--- src/core/arc_defs.vh ---
// register map, field positions and timing constants for the converter control block
`ifndef ARC_DEFS_VH
`define ARC_DEFS_VH
`define ARC_OFF_CSRB 8'h03
`define ARC_OFF_RLO 8'h04
`define ARC_OFF_RHI 8'h05
`define ARC_OFF_CSRA 8'h06
`define ARC_OFF_SEL 8'h07
`define ARC_OFF_IMASK 8'h08
`define ARC_OFF_ISTAT 8'h09
`define ARC_OFF_SAMPLE 8'h0A
`define ARC_BIT_EN 7
`define ARC_BIT_START 6
`define ARC_BIT_TRIG 5
`define ARC_BIT_DONE 4
`define ARC_BIT_IE 3
`define ARC_BIT_LEFT 5
`define ARC_BIT_REFHI 4
`define ARC_BIT_CHTOP 3
`define ARC_CYC_NORMAL 5'h0D
`define ARC_CYC_LONG 5'h19
`define ARC_RESET_BYTE 8'h00
`endif

--- src/core/arc_clk_div.v ---
// converter clock tick generator from the system clock
`timescale 1ns/1ps
`default_nettype none
module arc_clk_div (
  input wire clk,
  input wire rst,
  input wire run,
  input wire [2:0] divider_sel,
  output reg tick_q
);
  reg [6:0] count_q;
  reg [6:0] limit;
  always @*
  begin
    case (divider_sel)
      3'h2: limit = 7'h03;
      3'h3: limit = 7'h07;
      3'h4: limit = 7'h0F;
      3'h5: limit = 7'h1F;
      3'h6: limit = 7'h3F;
      3'h7: limit = 7'h7F;
      default: limit = 7'h01; // 000 and 001 both divide by two
    endcase
  end
  always @(posedge clk or posedge rst)
  begin
    if (rst)
    begin
      count_q <= 7'h00;
      tick_q <= 1'b0;
    end
    else if (!run)
    begin
      count_q <= 7'h00;
      tick_q <= 1'b0;
    end
    else if (count_q >= limit)
    begin
      count_q <= 7'h00;
      tick_q <= 1'b1;
    end
    else
    begin
      count_q <= count_q + 7'h01;
      tick_q <= 1'b0;
    end
  end
endmodule
`default_nettype wire

--- src/core/arc_ctrl.v ---
// converter control: status flags, result bytes, selection staging, apb slave
`timescale 1ns/1ps
`default_nettype none
`include "arc_defs.vh"
// Summary of operation
// done flag sets when a conversion ends and result bytes are updated
// interrupt requested only with done flag, enable and global enable all set; irq_q ignores them, set from istat and imask
// taking the interrupt vector clears the done flag
// writing one clears the done flag; zero leaves it
// three-bit divider gives 2,2,4,8,16,32,64,128
// right alignment: high byte holds bits 9:8, low byte bits 7:0
// left alignment: high byte holds bits 9:2, low byte bits 1:0 at 7:6
// reading low byte freezes both bytes until high byte read
// software reads low before high, or only high for 8-bit left results
// alignment change re-presents the stored result at once
// reference code decodes to supply, pin, 1.1V, reserved, 2.56V, 2.56V bypass
// reference and channel changes apply only when a conversion starts or the done flag sets
// conversion after a reference change lasts 25 converter clocks
// software should force a long conversion or discard first results
// normal conversion 13 cycles; first after enable 25 cycles
// channel top bit in register b sits above the five low channel bits
// unused result bits read zero; writes to result bytes ignored
module arc_ctrl (
  input wire clk,
  input wire rst,
  input wire psel,
  input wire penable,
  input wire pwrite,
  input wire [31:0] paddr,
  input wire [31:0] pwdata,
  output reg [31:0] prdata,
  output reg pready,
  output reg pslverr,
  input wire global_irq_enable,
  input wire vector_taken,
  input wire [9:0] sample_in,
  output reg conv_irq_q,
  output reg irq_q,
  output reg [5:0] active_channel_q,
  output reg [2:0] active_reference_q,
  output reg [2:0] reference_mode_q,
  output reg converting_q
);
  localparam ST_IDLE = 2'h0;
  localparam ST_CONV = 2'h1;
  localparam REF_SUPPLY = 3'h0;
  localparam REF_PIN = 3'h1;
  localparam REF_INT11 = 3'h2;
  localparam REF_RSVD = 3'h3;
  localparam REF_INT256 = 3'h4;
  localparam REF_INT256_BYP = 3'h5;
  reg [1:0] state_q;
  reg [7:0] csra_q;
  reg [7:0] sel_q;
  reg [7:0] csrb_q;
  reg [9:0] result_q;
  reg [9:0] sync1_q;
  reg [9:0] sync2_q;
  reg frozen_q;
  reg first_q;
  reg ref_changed_q;
  reg [4:0] cyc_q;
  reg [4:0] cyc_len_q;
  reg [1:0] istat_q;
  reg [1:0] imask_q;
  wire tick;
  wire access = psel && penable;
  wire wr = access && pwrite;
  wire rd = access && !pwrite;
  wire [7:0] addr = paddr[9:2];
  wire [7:0] wbyte = pwdata[7:0];
  // a tick left over from before a disable must not finish an aborted conversion
  wire done_evt = (state_q == ST_CONV) && csra_q[`ARC_BIT_EN] && tick &&
    (cyc_q == cyc_len_q - 5'h01);
  wire start_wr = wr && (addr == `ARC_OFF_CSRA) && wbyte[`ARC_BIT_START];
  wire en_now = (wr && (addr == `ARC_OFF_CSRA)) ? wbyte[`ARC_BIT_EN] : csra_q[`ARC_BIT_EN];
  wire [2:0] new_ref = {csrb_q[`ARC_BIT_REFHI], sel_q[7:6]};
  wire ref_write = wr && ((addr == `ARC_OFF_SEL) || (addr == `ARC_OFF_CSRB));

  function [2:0] ref_decode;
    input [2:0] code;
    begin
      case (code[1:0])
        2'h0: ref_decode = REF_SUPPLY;
        2'h1: ref_decode = REF_PIN;
        2'h2: ref_decode = code[2] ? REF_INT256 : REF_INT11;
        default: ref_decode = code[2] ? REF_INT256_BYP : REF_RSVD;
      endcase
    end
  endfunction

  function [7:0] result_byte;
    input [9:0] res;
    input left;
    input high;
    begin
      if (left)
        result_byte = high ? res[9:2] : {res[1:0], 6'h00};
      else
        result_byte = high ? {6'h00, res[9:8]} : res[7:0];
    end
  endfunction

  arc_clk_div u_div (
    .clk(clk),
    .rst(rst),
    .run(csra_q[`ARC_BIT_EN]),
    .divider_sel(csra_q[2:0]),
    .tick_q(tick)
  );

  // result input comes from the analog side, so synchronise it
  always @(posedge clk or posedge rst)
  begin
    if (rst)
    begin
      sync1_q <= 10'h000;
      sync2_q <= 10'h000;
    end
    else
    begin
      sync1_q <= sample_in;
      sync2_q <= sync1_q;
    end
  end

  always @(posedge clk or posedge rst)
  begin
    if (rst)
    begin
      state_q <= ST_IDLE;
      csra_q <= `ARC_RESET_BYTE;
      sel_q <= `ARC_RESET_BYTE;
      csrb_q <= `ARC_RESET_BYTE;
      result_q <= 10'h000;
      frozen_q <= 1'b0;
      first_q <= 1'b1;
      ref_changed_q <= 1'b0;
      cyc_q <= 5'h00;
      cyc_len_q <= `ARC_CYC_NORMAL;
      istat_q <= 2'h0;
      imask_q <= 2'h0;
      active_channel_q <= 6'h00;
      active_reference_q <= 3'h0;
      reference_mode_q <= REF_SUPPLY;
    end
    else
    begin
      // start bit belongs to the sequencer, so writing zero to it does nothing
      if (wr && (addr == `ARC_OFF_CSRA))
        csra_q[`ARC_BIT_EN] <= wbyte[`ARC_BIT_EN];
      if (wr && (addr == `ARC_OFF_CSRA))
        csra_q[`ARC_BIT_TRIG] <= wbyte[`ARC_BIT_TRIG];
      if (wr && (addr == `ARC_OFF_CSRA))
        csra_q[3:0] <= wbyte[3:0];
      if (wr && (addr == `ARC_OFF_SEL))
        sel_q <= wbyte;
      if (wr && (addr == `ARC_OFF_CSRB))
        csrb_q <= {wbyte[7:6], 1'b0, wbyte[4:0]};
      if (wr && (addr == `ARC_OFF_IMASK))
        imask_q <= wbyte[1:0];
      if (ref_write && (ref_decode(new_ref) != ref_decode(
        (addr == `ARC_OFF_SEL) ? {csrb_q[`ARC_BIT_REFHI], wbyte[7:6]}
                               : {wbyte[`ARC_BIT_REFHI], sel_q[7:6]})))
        ref_changed_q <= 1'b1;
      if (!en_now)
        first_q <= 1'b1;
      // sets win over clears below
      if (done_evt)
        csra_q[`ARC_BIT_DONE] <= 1'b1;
      else if (vector_taken)
        csra_q[`ARC_BIT_DONE] <= 1'b0;
      else if (wr && (addr == `ARC_OFF_CSRA) && wbyte[`ARC_BIT_DONE])
        csra_q[`ARC_BIT_DONE] <= 1'b0;
      if (wr && (addr == `ARC_OFF_ISTAT))
        istat_q <= (istat_q & ~wbyte[1:0]) | {frozen_q && done_evt, done_evt};
      else
        istat_q <= istat_q | {frozen_q && done_evt, done_evt};
      if (rd && (addr == `ARC_OFF_RLO))
        frozen_q <= 1'b1;
      if (rd && (addr == `ARC_OFF_RHI))
        frozen_q <= 1'b0;
      case (state_q)
        ST_IDLE:
        begin
          cyc_q <= 5'h00;
          if (start_wr && en_now)
          begin
            state_q <= ST_CONV;
            csra_q[`ARC_BIT_START] <= 1'b1;
            first_q <= 1'b0;
            ref_changed_q <= 1'b0;
            // long conversion after enable or reference change
            cyc_len_q <= (first_q || ref_changed_q) ? `ARC_CYC_LONG : `ARC_CYC_NORMAL;
            active_channel_q <= {csrb_q[`ARC_BIT_CHTOP], sel_q[4:0]};
            active_reference_q <= new_ref;
            reference_mode_q <= ref_decode(new_ref);
          end
          else
            csra_q[`ARC_BIT_START] <= 1'b0;
        end
        ST_CONV:
        begin
          if (!csra_q[`ARC_BIT_EN])
          begin
            state_q <= ST_IDLE;
            csra_q[`ARC_BIT_START] <= 1'b0;
          end
          else if (done_evt)
          begin
            state_q <= ST_IDLE;
            csra_q[`ARC_BIT_START] <= 1'b0;
            if (!frozen_q && !(rd && (addr == `ARC_OFF_RLO)))
              result_q <= sync2_q;
            // staged selections take effect as the flag sets
            active_channel_q <= {csrb_q[`ARC_BIT_CHTOP], sel_q[4:0]};
            active_reference_q <= new_ref;
            reference_mode_q <= ref_decode(new_ref);
          end
          else if (tick)
            cyc_q <= cyc_q + 5'h01;
        end
        default:
          state_q <= ST_IDLE;
      endcase
    end
  end

  // apb answers with zero wait states; registers sit at byte address offset*4
  always @(posedge clk or posedge rst)
  begin
    if (rst)
    begin
      prdata <= 32'h0000_0000;
      pready <= 1'b0;
      pslverr <= 1'b0;
      conv_irq_q <= 1'b0;
      irq_q <= 1'b0;
      converting_q <= 1'b0;
    end
    else
    begin
      pready <= psel && !penable;
      pslverr <= 1'b0;
      prdata <= 32'h0000_0000;
      if (psel && !penable && !pwrite)
      begin
        case (addr)
          `ARC_OFF_CSRA: prdata <= {24'h00_0000, csra_q};
          `ARC_OFF_SEL: prdata <= {24'h00_0000, sel_q};
          `ARC_OFF_CSRB: prdata <= {24'h00_0000, csrb_q};
          // alignment taken live from the select register
          `ARC_OFF_RLO: prdata <= {24'h00_0000, result_byte(result_q, sel_q[`ARC_BIT_LEFT], 1'b0)};
          `ARC_OFF_RHI: prdata <= {24'h00_0000, result_byte(result_q, sel_q[`ARC_BIT_LEFT], 1'b1)};
          `ARC_OFF_IMASK: prdata <= {30'h0000_0000, imask_q};
          `ARC_OFF_ISTAT: prdata <= {30'h0000_0000, istat_q};
          `ARC_OFF_SAMPLE: prdata <= {22'h00_0000, result_q};
          default: prdata <= 32'h0000_0000;
        endcase
        case (addr)
          `ARC_OFF_CSRA, `ARC_OFF_SEL, `ARC_OFF_CSRB, `ARC_OFF_RLO, `ARC_OFF_RHI,
          `ARC_OFF_IMASK, `ARC_OFF_ISTAT, `ARC_OFF_SAMPLE: pslverr <= 1'b0;
          default: pslverr <= 1'b1;
        endcase
      end
      else if (psel && !penable)
        pslverr <= !((addr == `ARC_OFF_CSRA) || (addr == `ARC_OFF_SEL) ||
          (addr == `ARC_OFF_CSRB) || (addr == `ARC_OFF_IMASK) ||
          (addr == `ARC_OFF_ISTAT) || (addr == `ARC_OFF_RLO) || (addr == `ARC_OFF_RHI));
      conv_irq_q <= csra_q[`ARC_BIT_DONE] && csra_q[`ARC_BIT_IE] && global_irq_enable;
      irq_q <= |(istat_q & imask_q);
      converting_q <= (state_q == ST_CONV);
    end
  end
endmodule
`default_nettype wire

--- config.mk ---
export PLATFORM = sky130hd
export DESIGN_NAME = arc_ctrl
export DESIGN_NICKNAME = d
export VERILOG_FILES = /design/src/core/arc_clk_div.v /design/src/core/arc_ctrl.v
export VERILOG_INCLUDE_DIRS = /design/src /design/src/core
export SDC_FILE = /design/constraint.sdc
export NUM_CORES = 1
export LEC_CHECK = 0
export BUFFER_PORTS_ARGS = -buffer_cell sky130_fd_sc_hd__buf_2
export CAP_MARGIN = 20
export CORE_ASPECT_RATIO = 1.5
export CORE_MARGIN = 5
export CORE_UTILIZATION = 50
export DETAILED_ROUTE_END_ITERATION = 12
export GPL_TIMING_DRIVEN = 1
export PLACE_DENSITY = 0.77
export SLEW_MARGIN = 20
export SYNTH_ARGS = -nofsm -noshare
export SYNTH_HDL_FRONTEND = slang
export SYNTH_SLANG_ARGS = --single-unit
--- constraint.sdc ---
create_clock -name clk -period 9.7 [get_ports clk]
set_input_delay 1.94 -clock clk [delete_from_list [all_inputs] [get_ports clk]]
set_output_delay 1.94 -clock clk [all_outputs]
set_load 0.01 [all_outputs]
==> metrics.log <==
[metrics] global-route track usage on met2: 0.300
[metrics] count of hold-fix buffers inserted at cts: 0
[metrics] utilization after layout: 0.574
[metrics] initial antenna violation count: 0
[metrics] Starting Density: 0.509
[metrics] R2R depth: 6
[metrics] ANT cells: 0
[metrics] total via count after detailed routing: 3158
[metrics] clk_lat worst skew: 340 ps
[metrics] post-CTS setup-driven buffer insertion count: 0
[metrics] maximum root-to-sink buffer count: 2
[metrics] post-synthesis average cell area: 12.1 sq um
[metrics] most area-consuming cells after synthesis: sky130_fd_sc_hd__dfrtp_1, sky130_fd_sc_hd__mux2_2, sky130_fd_sc_hd__buf_4
[metrics] horizontal extent of the die: 89.3 um
[metrics] post-CTS resize count: 0
[metrics] Yosys cell types: 59
[metrics] post-synthesis xor/xnor area fraction: 0.0186
[metrics] WL final: 9460 um
[metrics] Top FF cell, synth: sky130_fd_sc_hd__dfrtp_1
[metrics] sequential area share after synthesis: 0.548
[metrics] die extent in y: 129 um
[metrics] maximum clock skew at final layout: 6.28 ps
[metrics] global-route wire length before repair: 15300 um
[metrics] accumulated negative setup slack: 0 ps
[metrics] crit path launch type: input port
[metrics] Synth top area share: 0.537
[metrics] number of buffers inserted by port buffering: 59
[metrics] Clock Sinks: 103
[metrics] count of state elements after synthesis: 103
[metrics] status: complete, no violations
[metrics] required time worst endpoint: 9930 ps
[metrics] detailed-route vias per instance: 5.59
[metrics] maximum number of pins on one net before global-route repair: 62
[metrics] synthesis warning total: 0
[metrics] leftover overflow at the end of global routing: 0
[metrics] critical path type: input port to flop
[metrics] layout-stage area growth over the synthesis result: 12.7%
[metrics] cell count after synthesis: 389
[metrics] first-pass iteration count of the detailed router: 4
[metrics] GR Layer Usage met3: 0.0307
[metrics] number of global-route vias before repair: 3181
[metrics] net count reported at finish: 538
[metrics] max-capacitance violation count: 0
[metrics] RePlAce Congestion: 0.828
[metrics] post-synthesis async set-or-reset flop share: 1.00
[metrics] compound-cell area share of the yosys netlist: 0.0919
[metrics] Boundary Pins: 130
[metrics] maximum fanout along the worst path: 12
[metrics] TritonCTS clock tree: yes
[metrics] count of flip-flops with a built-in enable after synthesis: 0
[metrics] simple-gate portion of the synthesized area: 0.113
[metrics] area used by multi-input combinational logic: 1910 sq um
[metrics] RSZ-0062 raised after global routing: false
[metrics] slew at the pin closest to its max-slew limit: 758 ps
[metrics] Num CTS Buffers: 9
[metrics] most crowded layer after global routing: met2
[metrics] sequential cell area: 2580 sq um
[metrics] Wirelength per Cell: 16.7 um
[metrics] peak supply drop: 0.000142 V
[metrics] overall global routing resource usage: 0.176
[metrics] clock-pin slew on the worst setup and hold paths: 60 ps
[metrics] final number of setup-violating endpoints: 0
[metrics] Residual DRC: 0
[metrics] Placement Setup Slack: 5390 ps
[metrics] largest family of logic cells by synthesized area: multiplexers
[metrics] worst hold path cell count: 0
[metrics] iteration-0 DRC count of the detailed router: 279
[metrics] time the worst path needs with I/O delays and setup: 3940 ps
[metrics] full die area: 11500 sq um
[metrics] CTS H-tree depth: 3
[metrics] fin crit share: 0.406
[metrics] area inside the core boundary: 9250 sq um
[metrics] pwr dens: 156 nW/um^2
[metrics] fraction of layout instances using a drive strength above 1: 0.309
[metrics] worst slew margin relative to its limit: 0.495
[metrics] most area-hungry cell type in the Yosys netlist: sky130_fd_sc_hd__dfrtp_1
[metrics] final-report hold violation count: 0
[metrics] Arr. time, crit path: 4160 ps
[metrics] area share of fa/ha/maj cells after synthesis: 0.0239
[metrics] mux contribution to synthesized area: 0.141
[metrics] maximum frequency from static timing analysis: 254 MHz
[metrics] library cell used as clock root buffer: sky130_fd_sc_hd__clkbuf_16
[metrics] total half-perimeter wirelength after legalization and detailed placement: 6980 um
[metrics] Row Count: 43
[metrics] category of the worst setup path capture point: flop
[metrics] Post-Syn Area: 4710 sq um
[metrics] total of fill cells in the finished design: 764
[metrics] met1 Usage GRT: 0.211
[metrics] Lkg Pwr: 2.62 nW
[metrics] residual antenna-violating net count after detailed routing: 0
[metrics] worst min-delay path category: flop to flop
[metrics] count of pins over their slew limit: 0
[metrics] worst setup slack after layout: 5760 ps
## kinds of logic after synthesis
group,count (synthesis)
fa+ha+maj,9
other cells,1
compound gates,63
simple gates,92
mux,61
flops,103
buf+inv,50
xor+xnor,10
## through the flow
stage          hold WS (ps)  area, sq um  instances  power, mW
3_5_place_dp            338         5010        549      0.488
6_report                349         5310        565      0.826
5_1_grt                 359         5310        565      0.861
3_3_place_gp            332         5010        549      0.486
2_1_floorplan           331         4790        410      0.479
4_1_cts                 351         5310        565      0.836
## synth_stat cells (all sizes together), types with 4 or more instances
cell,number
a21oi,15
a22oi,4
and3,6
buf,28
clkbuf,8
dfrtp,101
ha,9
inv,14
mux2,44
mux2i,17
nand2,16
nand2b,6
nand3,12
nor2,20
nor4,4
o21ai,13
o31ai,4
or4,5
xnor2,5
xor2,5
## registers in the layout, indices dropped and copies added, names as in the netlist, 2 cells and up
register and flops:
prdata 10, cyc_len_q 2, active_reference_q 3, istat_q 2, csrb_q 7, sel_q 8
imask_q 2, csra_q 8, u_div.count_q 7, sync2_q 10, sync1_q 10, result_q 10
cyc_q 5, reference_mode_q 3, active_channel_q 6
## critical path, cell delays in order
cell	delay, ps
sky130_fd_sc_hd__buf_2	100
sky130_fd_sc_hd__or4_1	710
sky130_fd_sc_hd__nor4_2	550
sky130_fd_sc_hd__a31o_2	460
sky130_fd_sc_hd__mux2_2	390
## layer usage
metal | vias up | part of all wire
li1 | 1467 | -
met1 | 1594 | 0.39
met2 | 79 | 0.53
met3 | 18 | 0.048
met4 | 0 | 0.030
met5 | - | 0
## placed cells by master, fill, tap and decap left out, types with 6 or more instances in the layout
| cell | count |
|---|---|
| sky130_fd_sc_hd__a21oi_1 | 15 |
| sky130_fd_sc_hd__conb_1 | 22 |
| sky130_fd_sc_hd__mux2_2 | 44 |
| sky130_fd_sc_hd__nor2_1 | 19 |
| sky130_fd_sc_hd__nand2_1 | 16 |
| sky130_fd_sc_hd__clkbuf_16 | 9 |
| sky130_fd_sc_hd__nand3_1 | 12 |
| sky130_fd_sc_hd__buf_2 | 59 |
| sky130_fd_sc_hd__ha_1 | 9 |
| sky130_fd_sc_hd__nand2b_1 | 6 |
| sky130_fd_sc_hd__dfrtp_1 | 101 |
| sky130_fd_sc_hd__inv_1 | 13 |
| sky130_fd_sc_hd__o21ai_0 | 13 |
| sky130_fd_sc_hd__mux2i_1 | 17 |
## cell type report
class | count | share of cell area
Multi-Input combinational cell | 257 | 0.361
Timing Repair Buffer | 63 | 0.0613
Clock buffer | 12 | 0.0502
Clock inverter | 4 | 0.00519
Inverter | 14 | 0.0104
Sequential cell | 103 | 0.486
Tap cell | 112 | 0.0264
## where the power goes
| group | total [mW] | switching, mW | leakage, nW | internal (mW) |
|---|---|---|---|---|
| Sequential | 0.439 | 0.00341 | 1.37 | 0.436 |
| Clock | 0.346 | 0.151 | 0.149 | 0.195 |
| Combinational | 0.0403 | 0.0280 | 1.10 | 0.0124 |
| Total | 0.826 | 0.182 | 2.62 | 0.644 |
## worst paths after layout
kind / start / endpoint / slack, ps
worst max-delay path: paddr[7] / active_channel_q[3] / 5760
worst min-delay path: sync1_q[3] / sync2_q[3] / 350
worst max register to register: cyc_q[0] / result_q[3] / 7340
worst min register to register: sync1_q[3] / sync2_q[3] / 350
max in group asynchronous: rst / conv_irq_q / 6920
min in group asynchronous: rst / result_q[7] / 1630
(Power assumes the default switching activity.)
